`src/hdl/htrc_pkg.sv`:
```
// package for the host channel transfer result classifier
// assumes a single 20 MHz clock domain and an ahb-lite register slave
package htrc_pkg;

   localparam logic [2:0] CODE_CLEAN  = 3'h0;
   localparam logic [2:0] CODE_STALL  = 3'h1;
   localparam logic [2:0] CODE_MUCH   = 3'h2;
   localparam logic [2:0] CODE_SHORT  = 3'h3;
   localparam logic [2:0] CODE_RETRY  = 3'h4;

   // result field sits in bits 6..4 of the result register
   localparam int RESULT_LSB = 4;
   localparam int RESULT_MSB = 6;
   localparam logic [7:0] RESULT_RESET = 8'h00;

   // byte addresses on the bus
   localparam logic [7:0] ADDR_RESULT = 8'h00;
   localparam logic [7:0] ADDR_STATUS = 8'h04;
   localparam logic [7:0] ADDR_MASK   = 8'h08;

   localparam logic [1:0] NYET_LIMIT = 2'h3;
   localparam logic [1:0] TRANS_NONSEQ = 2'h2;
   localparam logic [2:0] SIZE_WORD   = 3'h2;

   // one completed transaction as reported by the serial engine
   typedef struct packed {
      logic       done;
      logic       stall;
      logic       too_long;
      logic       over_total;
      logic       short_pkt;
      logic       under_total;
      logic       timeout;
      logic       crc_err;
      logic       stuff_err;
      logic       pid_check_err;
      logic       pid_invalid;
      logic       split_intr;
      logic       err_hs;
      logic       nyet_hs;
      logic       toggle_bad;
   } htrc_txn_t;

   typedef struct packed {
      logic [2:0]  code;
      logic [1:0]  nyet_cnt;
      logic        stat;
      logic        mask;
      logic        irq;
      logic        dphase;
      logic        dwrite;
      logic [7:0]  daddr;
      logic [31:0] rdata;
   } htrc_state_t;

endpackage : htrc_pkg

```
`src/hdl/htrc_top.sv`:
```
// transfer result classifier for one host channel, with ahb-lite regs
// assumes transaction outcome flags are synchronous and valid with done
//
// Decided for this implementation: the register offsets and the AHB-Lite register port.
`timescale 1ns/1ps
`default_nettype none

module htrc_top (
   input  wire logic              clk,
   input  wire logic              reset_n,
   input  wire htrc_pkg::htrc_txn_t txn,
   input  wire logic              hsel,
   input  wire logic [31:0]       haddr,
   input  wire logic [1:0]        htrans,
   input  wire logic              hwrite,
   input  wire logic [2:0]        hsize,
   input  wire logic              hready,
   input  wire logic [31:0]       hwdata,
   output logic [31:0]            hrdata,
   output logic                   hreadyout,
   output logic                   hresp,
   output logic                   irq
);

   htrc_pkg::htrc_state_t st_reg;
   htrc_pkg::htrc_state_t st_next;

   // the completion that makes the third nyet in a row
   function automatic logic nyet_third(
      input htrc_pkg::htrc_txn_t t,
      input logic [1:0]          nyet_cnt);
      nyet_third = t.split_intr && t.nyet_hs &&
                   (nyet_cnt == htrc_pkg::NYET_LIMIT - 2'h1);
   endfunction

   // a data-phase write to the given register offset
   function automatic logic write_hit(
      input htrc_pkg::htrc_state_t s,
      input logic [7:0]            addr);
      write_hit = s.dphase && s.dwrite && (s.daddr == addr);
   endfunction

   // classification priority: retry faults first, then stall, then sizes
   function automatic logic [2:0] classify(
      input htrc_pkg::htrc_txn_t t,
      input logic [1:0]          nyet_cnt);
      logic nyet_fail;
      logic retry;
      nyet_fail = nyet_third(t, nyet_cnt);
      // timeout, crc, stuffing, pid check, pid, split err, third nyet, toggle
      retry = t.timeout || t.crc_err || t.stuff_err ||
              t.pid_check_err || t.pid_invalid ||
              (t.split_intr && t.err_hs) || nyet_fail || t.toggle_bad;
      // crc/stuffing beats over/underrun, covered by retry first
      if (retry)
         classify = htrc_pkg::CODE_RETRY;
      else if (t.stall)
         classify = htrc_pkg::CODE_STALL;
      // overrun; toggle case already taken above
      else if (t.too_long || t.over_total)
         classify = htrc_pkg::CODE_MUCH;
      else if (t.short_pkt && t.under_total)
         classify = htrc_pkg::CODE_SHORT;
      else
         classify = htrc_pkg::CODE_CLEAN;
   endfunction

   always_comb begin
      logic [7:0]  res_byte;
      logic        wr_stat;
      logic        wr_mask;
      res_byte = '0;
      st_next  = st_reg;
      wr_stat  = write_hit(st_reg, htrc_pkg::ADDR_STATUS);
      wr_mask  = write_hit(st_reg, htrc_pkg::ADDR_MASK);
      if (txn.done) begin
         st_next.code = classify(txn, st_reg.nyet_cnt);
         if (txn.split_intr && txn.nyet_hs &&
             !nyet_third(txn, st_reg.nyet_cnt))
            st_next.nyet_cnt = st_reg.nyet_cnt + 2'h1;
         else
            st_next.nyet_cnt = '0;
      end
      if (wr_mask)
         st_next.mask = hwdata[0];
      // set wins over write-one-to-clear
      if (wr_stat && hwdata[0])
         st_next.stat = 1'b0;
      if (txn.done)
         st_next.stat = 1'b1;
      st_next.irq = st_next.stat && st_next.mask;
      // address phase capture; single-cycle data phase, never waits
      // only whole-word single transfers are taken
      st_next.dphase = hsel && hready && (htrans == htrc_pkg::TRANS_NONSEQ) &&
                       (hsize == htrc_pkg::SIZE_WORD);
      st_next.dwrite = hwrite;
      st_next.daddr  = haddr[7:0];
      st_next.rdata  = '0;
      if (st_next.dphase && !hwrite) begin
         res_byte[htrc_pkg::RESULT_MSB:htrc_pkg::RESULT_LSB] = st_next.code;
         unique case (haddr[7:0])
            htrc_pkg::ADDR_RESULT: st_next.rdata = {24'h000000, res_byte};
            htrc_pkg::ADDR_STATUS: st_next.rdata = {31'h0, st_next.stat};
            htrc_pkg::ADDR_MASK:   st_next.rdata = {31'h0, st_next.mask};
            default:               st_next.rdata = '0;
         endcase
      end
   end

   always_ff @(posedge clk or negedge reset_n) begin
      if (!reset_n) begin
         st_reg <= '0;
      end else begin
         st_reg <= st_next;
      end
   end

   assign hrdata    = st_reg.rdata;
   assign hreadyout = 1'b1;
   assign hresp     = 1'b0;
   assign irq       = st_reg.irq;

   // check terms from the rules; the result read and write and the status clear below exclude a completion
   // in the same cycle, since the new code would then be seen instead
   logic chk_retry_h;
   logic chk_size_h;
   assign chk_retry_h = txn.timeout || txn.crc_err || txn.stuff_err ||
                        txn.pid_check_err || txn.pid_invalid ||
                        txn.toggle_bad || (txn.split_intr && txn.err_hs) ||
                        (txn.split_intr && txn.nyet_hs &&
                         st_reg.nyet_cnt == htrc_pkg::NYET_LIMIT - 2'h1);
   assign chk_size_h  = txn.too_long || txn.over_total ||
                        (txn.short_pkt && txn.under_total);
endmodule : htrc_top

`default_nettype wire

```
`config.mk`:
```
export PLATFORM = sky130hd
export DESIGN_NAME = htrc_top
export DESIGN_NICKNAME = d
export VERILOG_FILES = /design/src/hdl/htrc_pkg.sv /design/src/hdl/htrc_top.sv
export SDC_FILE = /design/constraint.sdc
export NUM_CORES = 1
export LEC_CHECK = 0
export ABC_CLOCK_PERIOD_IN_PS = 1300
export BUFFER_PORTS_ARGS = -buffer_cell sky130_fd_sc_hd__buf_2
export CORE_MARGIN = 8
export CORE_UTILIZATION = 30
export CTS_BUF_LIST = sky130_fd_sc_hd__clkbuf_8
export DETAILED_ROUTE_END_ITERATION = 8
export GPL_TIMING_DRIVEN = 0
export PLACE_DENSITY = 0.76
export SLEW_MARGIN = 20
export SYNTH_ARGS = -nofsm -noshare
export SYNTH_HDL_FRONTEND = slang
export SYNTH_SLANG_ARGS = --single-unit
```
`constraint.sdc`:
```
create_clock -name clk -period 1.3 [get_ports clk]
set_input_delay 0.065 -clock clk [delete_from_list [all_inputs] [get_ports clk]]
set_output_delay 0.065 -clock clk [all_outputs]
set_load 0.03 [all_outputs]
```
==> impl_metrics.py, run 1 <==
metrics = {
    "worst_setup_path": {
        "cp_slowest_cell": "dfrtp_1",
        "cp.arrival_ns": 1.60,
        "critPathKind": "reg2reg",
        "cp_slowest_stage_delay_ns": 0.39,
        "ff2ff_path_depth": 4,
        "rrSetupSlack_ns": -0.15,
        "r2r-end": "irq$_DFF_PN0_",
        "crit_required_ns": 1.45,
        "crit_chain": "nor4_4 > nand4b_1 > mux2_4 > and2_4",
        "worst_r2r_startpoint": "st_reg[37]$_DFF_PN0_",
        "worst_setup_path_start_kind": "register",
        "path_buf_inv": 0,
        "cp_top_family": "simple AND/OR/NAND/NOR gates",
        "crit_fanout": 3,
        "endpoint_kind": "register",
    },
    "clock_tree": {
        "insertion_delay_ns": 0.25,
        "cts_tree": "built",
        "cts_sinks": 22,
        "cts_buffers": 3,
        "cts_buffer_depth": 2,
        "htree_num_levels": 1,
        "clockRootBuffer": "clkbuf_8",
        "cts.clk_slew.worst_paths_ns": 0.07,
    },
    "die": {
        "row_count": 22,
        "ios": 124,
        "start_util_pct": 31.6,
        "die_h_um": 78.6,
        "design.die.area_mm2": 0.00617,
        "coreArea_mm2": 0.00372,
        "fp.dieW_um": 78.6,
    },
    "pwr": {
        "comb_power_share_pct": 24.0,
        "clock_power_share_pct": 26.5,
        "switching_share_pct": 26.7,
        "switchingPower_uw": 388,
        "internal_power_mw": 1.06,
        "p_seq_share_pct": 49.5,
        "finalPower_mw": 1.45,
        "power_density_mw_per_mm2": 840,
        "leakage_nw": 0.906,
        "irDropWorstVdd_uv": 464,
    },
    "job": {
        "drv_cap": 0,
    },
    "place": {
        "dp.cells": 216,
        "numPortBuffers": 37,
        "routabilityCongestion": 0.744,
        "hpwl_mm": 2.06,
        "placed_cell_area_mm2": 0.00153,
    },
    "synth": {
        "avgSynthCellArea_um2": 11.4,
        "yosysUniqueCellTypes": 31,
        "ys_seq_area_share_pct": 46.9,
        "yosys_warnings": 0,
        "netlist_instances": 103,
        "synth-seq-cells": 22,
        "netlist_area_mm2": 0.00117,
    },
    "sta": {
        "setup_violations": 8,
        "max_freq_ghz": 0.689,
        "worst_slack_ns": -0.152,
        "period_needed_ns": 1.45,
        "hold_viol_final": 0,
        "drv_slew": 0,
        "rsz0062_at_grt": "true",
        "period_share_pct": 112,
        "fin_skew_ns": 0.00188,
    },
    "global_routing": {
        "grt_overflow": 0,
        "grtUsageTotal_pct": 8.27,
        "grt_pass1_wl_mm": 4.15,
        "antenna_found_initial": 0,
        "grt_max_degree": 23,
        "grt_pass1_vias": 917,
    },
    "hold_path": {
        "hold_depth": 2,
        "hp-class": "in2reg",
        "hold_end": "st_reg[45]$_DFFE_PN0P_",
        "hp-start": "txn[14]",
    },
    "outcome": {
        "violations": "setup timing",
        "status": "finished with violations",
    },
    "routing": {
        "vias": 899,
        "firstDrtPassIters": 2,
        "routed_wl_mm": 2.52,
        "ant_nets": 0,
        "vias_per_cell": 3.84,
        "drtIter0Drc": 4,
        "wl_per_cell_um": 10.8,
        "drc_errors": 0,
    },
    "cells_and_area": {
        "antenna_cells": 0,
        "area_delta_synth_final_pct": 47.2,
        "final_cell_area_mm2": 0.00173,
        "largest_reg_flops": 17,
        "fin_cells": 234,
        "nNetsFinal": 278,
        "drive_gt1_share_pct": 50.0,
    },
}
## worst max-delay path by stage
| stage | startpoint | endpoint | slack, ns | cells past startpoint |
|---|---|---|---|---|
| after floorplan | st_reg[37]$_DFF_PN0_ | irq$_DFF_PN0_ | -0.08 | 4 |
| final | st_reg[37]$_DFF_PN0_ | irq$_DFF_PN0_ | -0.15 | 4 |
| after CTS | st_reg[37]$_DFF_PN0_ | irq$_DFF_PN0_ | -0.16 | 4 |
| after global routing | st_reg[37]$_DFF_PN0_ | irq$_DFF_PN0_ | -0.23 | 4 |
| after global placement | st_reg[37]$_DFF_PN0_ | irq$_DFF_PN0_ | -0.15 | 4 |
| after detailed placement | st_reg[37]$_DFF_PN0_ | irq$_DFF_PN0_ | -0.16 | 4 |
## Yosys cell counts
cell | n | share of area (%)
nand3b_1 | 3 | 1.9
a21oi_1 | 1 | 0.43
nor4b_4 | 1 | 2.0
nor2b_1 | 4 | 2.1
nor2_1 | 4 | 1.3
ha_1 | 1 | 1.1
nand4bb_1 | 1 | 0.96
and3b_1 | 1 | 0.75
o21a_1 | 1 | 0.64
o32ai_2 | 1 | 1.4
conb_1 | 2 | 0.64
nor4_4 | 1 | 1.8
nor3_1 | 2 | 0.85
dfrtp_1 | 22 | 47
buf_4 | 34 | 22
nor4_1 | 1 | 0.53
and4bb_2 | 2 | 2.1
a211oi_1 | 1 | 0.64
buf_6 | 1 | 0.96
nand4b_1 | 3 | 2.2
mux2_4 | 1 | 1.3
mux2_2 | 1 | 0.96
o211ai_2 | 1 | 1.1
inv_1 | 4 | 1.3
and2_1 | 1 | 0.53
o21ai_0 | 1 | 0.43
nand2_1 | 1 | 0.32
o22ai_1 | 1 | 0.53
or3_1 | 1 | 0.53
or2_1 | 1 | 0.53
a31oi_1 | 3 | 1.6
## area by class of cell
cell class                 count  area, um2
buffer                        35        267
clock buffer                   3       41.3
fill                         363       1990
inverter                       4       15.0
multi-input combinational     70        473
sequential                    22        551
tap                           48       60.1
timing repair buffer          52        323
## cell families after synthesis
family / Yosys count / synth area share, %
and+or+nand+nor: 27 / 18.5
other: 2 / 0.639
AOI/OAI and AO/OA: 10 / 6.71
buffers and inverters: 39 / 24.0
muxes: 2 / 2.24
DFF: 22 / 46.9
adders and majority gates: 1 / 1.06
## metrics by stage
stage	util [%]	hold slack [ns]	setup slack, ns	TNS (ns)
6_report	46.5	0.0633	-0.152	-0.454
5_1_grt	46.5	0.0904	-0.234	-0.997
4_1_cts	45.5	0.0642	-0.162	-0.463
3_5_place_dp	41.0	0.0464	-0.163	-0.477
3_3_place_gp	41.0	0.0445	-0.147	-0.357
2_1_floorplan	-	-0.231	-0.0830	-0.0830
## what timing repair did
action,4_1_cts,5_1_grt
setup buffers,2,3
pin swaps,5,6
endpoints found under the setup margin,6,8
hold endpoints to repair,31,0
hold buffers,10,0
gates resized for setup,3,3
## placed cells by master (no fill, tap or decap), drive strengths merged, types with 2 or more instances in the layout
| master | instances |
|---|---|
| a31oi | 3 |
| and4bb | 2 |
| buf | 77 |
| clkbuf | 3 |
| conb | 30 |
| dfrtp | 22 |
| dlygate4sd3 | 10 |
| inv | 4 |
| mux2 | 2 |
| nand3b | 3 |
| nand4b | 3 |
| nor2 | 4 |
| nor2b | 4 |
| nor3 | 2 |
| nor4 | 2 |
## per-layer routing
metal | up-vias | GRT usage [%] | share of wire [%]
met5 | - | 0 | 0
met2 | 40 | 14.4 | 50
li1 | 455 | - | -
met4 | 0 | 3.89 | 2.3
met1 | 396 | 8.13 | 38
met3 | 8 | 3.87 | 9.8
## power groups by stage
stage / clock, mW / sequential [mW] / combinational, mW
final: 0.385 / 0.719 / 0.348
after global routing: 0.428 / 0.722 / 0.376
after CTS: 0.403 / 0.718 / 0.336
after detailed placement: 0 / 0.731 / 0.309
after global placement: 0 / 0.730 / 0.305
after floorplan: 0 / 0.733 / 0.226
No activity file was read; power rests on OpenSTA's default activity.
==> run 2, diff against run 1 <==
- ABC_AREA: not set -> 1
==> impl_metrics.py, run 2 <==
metrics = {
    "place": {
        "dp.cells": 256,
        "place_ws_ns": 0.116,
        "numPortBuffers": 38,
        "routabilityCongestion": 0.754,
        "hpwl_mm": 2.08,
    },
    "clock_tree": {
        "cts.clk_slew.worst_paths_ns": 0.07,
        "insertion_delay_ns": 0.26,
        "cts_tree": "built",
        "cts_buffers": 3,
        "htree_num_levels": 1,
        "clockRootBuffer": "clkbuf_8",
        "cts_buffer_depth": 2,
        "cts_sinks": 22,
    },
    "sta": {
        "tns_ns": 0,
        "holdWs_ns": 0.0210,
        "hold_viol_final": 0,
        "max_freq_ghz": 0.850,
        "drv_slew": 0,
        "period_share_pct": 90.5,
        "rsz0062_at_grt": "false",
        "fin_skew_ns": 0.00306,
        "worst_slack_ns": 0.124,
        "period_needed_ns": 1.18,
        "setup_violations": 0,
    },
    "synth": {
        "synth_top_family_by_area": "buffers and inverters",
        "synth_area_leaders": "dfrtp_1, buf_4, nand2_1",
        "avgSynthCellArea_um2": 8.56,
        "yosysUniqueCellTypes": 22,
        "synthMuxAreaShare_pct": 0,
        "synthTopCellsByCount": "buf_4, dfrtp_1, nand2_1",
        "ys.flop_type": "dfrtp_1",
        "synthSimpleGateAreaFrac_pct": 21.2,
        "synth-seq-cells": 22,
        "netlist_instances": 140,
        "synth_most_common_cell": "buf_4",
        "synth_area_leader_cell": "dfrtp_1",
        "synthXorXnorAreaFrac_pct": 0,
        "synth_compound_area_share_pct": 4.28,
        "netlist_area_mm2": 0.00120,
        "ys_seq_area_share_pct": 45.9,
        "yosys_warnings": 0,
        "synth_edf_count": 0,
        "yosysTopAreaCellShare_pct": 45.9,
        "synthArstFlopShare_pct": 100,
        "synthAdderAreaFrac_pct": 1.04,
    },
    "die": {
        "ios": 124,
        "die_h_um": 79.2,
        "fp.dieW_um": 79.2,
        "design.die.area_mm2": 0.00627,
        "row_count": 23,
        "coreArea_mm2": 0.00391,
        "start_util_pct": 30.6,
    },
    "global_routing": {
        "grt_pass1_wl_mm": 4.08,
        "grt_max_degree": 23,
        "grt_pass1_vias": 976,
        "antenna_found_initial": 0,
        "grtUsageTotal_pct": 7.88,
        "grt_overflow": 0,
    },
    "worst_setup_path": {
        "crit_required_ns": 1.45,
        "worst_setup_path_start_kind": "register",
        "ff2ff_path_depth": 8,
        "crit_fanout": 3,
        "rrSetupSlack_ns": 0.12,
        "cp.arrival_ns": 1.32,
        "endpoint_kind": "register",
        "r2r-end": "hrdata[0]$_DFF_PN0_",
        "critPathLaunch": "st_reg[36]$_DFF_PN0_",
        "critPathKind": "reg2reg",
        "worst_r2r_startpoint": "st_reg[36]$_DFF_PN0_",
    },
    "hold_path": {
        "hold_end": "st_reg[38]$_DFF_PN0_",
        "hp-class": "in2reg",
        "hp-start": "haddr[6]",
        "hold_depth": 1,
    },
    "pwr": {
        "leakage_nw": 0.982,
        "power_density_mw_per_mm2": 880,
        "irDropWorstVdd_uv": 339,
    },
    "cells_and_area": {
        "final_common_cell": "buf_4",
        "area_delta_synth_final_pct": 42.6,
        "drive_gt1_share_pct": 38.9,
        "largest_reg_flops": 17,
        "nNetsFinal": 307,
        "final_cell_mix": "buf_4, buf_2, conb_1",
        "fin_cells": 266,
        "antenna_cells": 0,
    },
    "routing": {
        "firstDrtPassIters": 4,
        "drc_errors": 0,
        "wl_per_cell_um": 9.39,
        "drtIter0Drc": 40,
        "ant_nets": 0,
        "vias_per_cell": 3.66,
        "vias": 973,
        "routed_wl_mm": 2.50,
    },
    "job": {
        "drv_cap": 0,
    },
    "outcome": {
        "status": "finished, final reports clean",
    },
}
[run 2: cell count changes in the layout (fill, tap and decap cells not counted), sizes merged, moves of 4 or more]
cell | previous run | this run
nor2 | 4 | 16
inv | 4 | 18
buf | 77 | 67
nor2b | 4 | 0
a21oi | 1 | 5
nand3 | 0 | 7
nand2 | 1 | 23
[run 2: worst max-delay path by stage]
stage / cells past startpoint / end
finish: 8 / hrdata[0]$_DFF_PN0_
global route: 8 / hrdata[0]$_DFF_PN0_
CTS: 6 / hrdata[6]$_DFF_PN0_
detailed placement: 8 / hrdata[0]$_DFF_PN0_
global placement: 6 / irq$_DFF_PN0_
floorplan: 8 / hrdata[0]$_DFF_PN0_
[run 2: timing repair]
action	CTS	global route
endpoints found under the setup margin	0	4
gates resized for setup	0	5
hold endpoints to repair	32	0
hold buffers	11	0
setup buffers	0	0
[run 2: metal layers]
layer	up-vias	GRT usage [%]	part of all wire, %
li1	518	-	-
met1	408	7.19	38
met2	43	14.5	50
met3	4	3.72	11
met4	0	3.33	1.2
met5	-	0	0
[run 2: kinds of logic (layout without fill, tap and decap cells)]
logic type,Yosys count,count (layout)
and+or+nand+nor,55,55
DFF,22,22
adders and majority gates,1,1
buffers and inverters,52,100
other,2,30
AOI/OAI and AO/OA,8,8
[run 2: through the flow]
stage / area, um2 / utilization, % / power [mW]
floorplan: 1300 / - / 0.946
global placement: 1560 / 39.8 / 1.02
detailed placement: 1560 / 39.8 / 1.03
CTS: 1720 / 44.0 / 1.53
global route: 1710 / 43.7 / 1.58
finish: 1710 / 43.7 / 1.50
[run 2: layout make-up]
cell class / instances / area [um2]
clock buffer: 4 / 55.1
timing repair buffer: 44 / 278
tap: 50 / 62.6
buffer: 34 / 255
multi-input combinational: 94 / 440
inverter: 18 / 67.6
sequential: 22 / 551
fill: 391 / 2200
[run 2: worst max-delay path, cell delays in order (launching register included)]
cell     delay (ns)
dfrtp_1        0.36
inv_1          0.05
nand2_1        0.06
nor2_2         0.15
nand3_1        0.08
nand2_1        0.09
nand2_1        0.07
a21oi_1        0.12
nor2_1         0.06
[run 2: where the power goes]
group	switching [mW]	internal, mW
clock	0.198	0.269
sequential	0.00581	0.703
combinational	0.196	0.132
==> run 3, diff against run 2 <==
- ABC_CLOCK_PERIOD_IN_PS: 1300 -> 1200
- CTS_BUF_LIST: sky130_fd_sc_hd__clkbuf_8 -> sky130_fd_sc_hd__clkbuf_4
- PLACE_DENSITY: 0.76 -> 0.73
- clock period: 1.3 -> 1.2 ns (I/O delays scaled with it)
==> impl_metrics.py, run 3 (synthesis gave the netlist of run 2 again) <==
metrics = {
    "outcome": {
        "status": "finished, final reports clean",
    },
    "worst_setup_path": {
        "cp.arrival_ns": 1.33,
        "critPathKind": "reg2reg",
        "worst_r2r_startpoint": "st_reg[39]$_DFF_PN0_",
        "worst_setup_path_start_kind": "register",
        "ff2ff_path_depth": 8,
        "r2r-end": "hrdata[0]$_DFF_PN0_",
        "crit_fanout": 3,
        "endpoint_kind": "register",
        "rrSetupSlack_ns": 0.07,
        "crit_required_ns": 1.40,
    },
    "routing": {
        "wl_per_cell_um": 9.77,
        "drtIter0Drc": 13,
        "vias_per_cell": 3.75,
        "vias": 1021,
        "drc_errors": 0,
        "routed_wl_mm": 2.66,
        "ant_nets": 0,
        "firstDrtPassIters": 4,
    },
    "pwr": {
        "switchingPower_uw": 432,
        "internal_power_mw": 1.04,
        "power_density_mw_per_mm2": 821,
        "leakage_nw": 1.04,
        "irDropWorstVdd_uv": 408,
        "clock_power_share_pct": 21.6,
        "finalPower_mw": 1.47,
        "switching_share_pct": 29.3,
        "comb_power_share_pct": 26.2,
        "p_seq_share_pct": 52.2,
    },
    "sta": {
        "tns_ns": 0,
        "rsz0062_at_grt": "true",
        "period_needed_ns": 1.13,
        "fin_skew_ns": 0.000810,
        "holdWs_ns": 0.00793,
        "drv_slew": 0,
        "hold_viol_final": 0,
        "setup_violations": 0,
        "period_share_pct": 94.3,
        "max_freq_ghz": 0.884,
    },
    "cells_and_area": {
        "n_fill_cell": 369,
        "largest_reg_flops": 17,
        "area_delta_synth_final_pct": 49.8,
        "drive_gt1_share_pct": 41.9,
        "antenna_cells": 0,
        "final_cell_mix": "buf_4, buf_2, conb_1",
        "final_cell_area_mm2": 0.00180,
        "nNetsFinal": 314,
        "final_common_cell": "buf_4",
    },
    "global_routing": {
        "grt_max_degree": 23,
        "grt_overflow": 0,
        "grt_pass1_wl_mm": 4.48,
        "grt_pass1_vias": 1034,
        "grtUsageTotal_pct": 8.63,
        "antenna_found_initial": 0,
    },
    "hold_path": {
        "hp-start": "hsize[0]",
        "hp-class": "in2reg",
        "hold_end": "st_reg[41]$_DFF_PN0_",
        "hold_depth": 4,
    },
    "job": {
        "drv_cap": 0,
    },
    "clock_tree": {
        "cts_sinks": 22,
        "cts_buffers": 3,
        "cts_tree": "built",
        "cts_buffer_depth": 2,
        "clockRootBuffer": "clkbuf_4",
        "htree_num_levels": 1,
        "cts.clk_slew.worst_paths_ns": 0.11,
        "insertion_delay_ns": 0.30,
    },
    "place": {
        "placed_cell_area_mm2": 0.00156,
        "numPortBuffers": 38,
        "hpwl_mm": 2.12,
        "routabilityCongestion": 0.691,
    },
    "die": {
        "design.die.area_mm2": 0.00627,
        "ios": 124,
        "fp.dieW_um": 79.2,
        "die_h_um": 79.2,
        "start_util_pct": 30.6,
        "row_count": 23,
        "coreArea_mm2": 0.00391,
    },
}
run 3: power by group through the flow:
stage / clock, mW / sequential, mW / combinational, mW
4_1_cts: 0.334 / 0.768 / 0.362
3_5_place_dp: 0 / 0.783 / 0.328
2_1_floorplan: 0 / 0.782 / 0.244
6_report: 0.318 / 0.769 / 0.387
5_1_grt: 0.373 / 0.771 / 0.422
3_3_place_gp: 0 / 0.782 / 0.323
run 3: repair_timing:
item                                    in CTS  in global routing
hold endpoints to repair                    34                  3
pin swaps                                    0                 17
endpoints found under the setup margin       1                  7
setup buffers                                0                  1
gates resized for setup                      1                 19
hold buffers                                13                  3
run 3: per-layer routing:
layer	GRT usage [%]	wire (um)	part of all wire, %
met1	8.47	994	37
met2	15.6	1360	51
met3	3.72	258	9.7
met4	3.33	42	1.6
met5	0	0	0
run 3: area by class of cell:
class	count	area, um2	area share (%)
Sequential cell	22	551	30.7
Buffer	34	255	14.2
Inverter	18	67.6	3.76
Multi-Input combinational cell	94	480	26.8
Timing Repair Buffer	51	357	19.9
Clock buffer	3	22.5	1.25
Tap cell	50	62.6	3.48
run 3: worst max-delay path, stage by stage (launching register included):
cell and delay, ns:
dfrtp_1 0.37, inv_1 0.06, nand2_2 0.06, nor2_4 0.13, nand3_2 0.09, nand2_2 0.09
nand2_2 0.06, a21oi_2 0.12, nor2_1 0.05
run 3: worst max-delay path by stage:
| stage | startpoint | to | slack [ns] | cells past startpoint |
|---|---|---|---|---|
| 2_1_floorplan | st_reg[36]$_DFF_PN0_ | hrdata[0]$_DFF_PN0_ | 0.16 | 8 |
| 3_3_place_gp | st_reg[36]$_DFF_PN0_ | hrdata[0]$_DFF_PN0_ | 0.04 | 8 |
| 3_5_place_dp | st_reg[36]$_DFF_PN0_ | hrdata[0]$_DFF_PN0_ | -0.02 | 8 |
| 4_1_cts | st_reg[36]$_DFF_PN0_ | hrdata[0]$_DFF_PN0_ | 0.03 | 8 |
| 5_1_grt | st_reg[36]$_DFF_PN0_ | hrdata[0]$_DFF_PN0_ | -0.02 | 8 |
| 6_report | st_reg[39]$_DFF_PN0_ | hrdata[0]$_DFF_PN0_ | 0.07 | 8 |
run 3: metrics by stage:
| stage | util, % | std cells | worst slack (ns) |
|---|---|---|---|
| finish | 45.9 | 272 | 0.0685 |
| global route | 45.9 | 272 | -0.0183 |
| CTS | 43.7 | 272 | 0.0286 |
| detailed placement | 39.8 | 256 | -0.0161 |
| global placement | 39.8 | 256 | 0.0423 |
| floorplan | - | 168 | 0.155 |
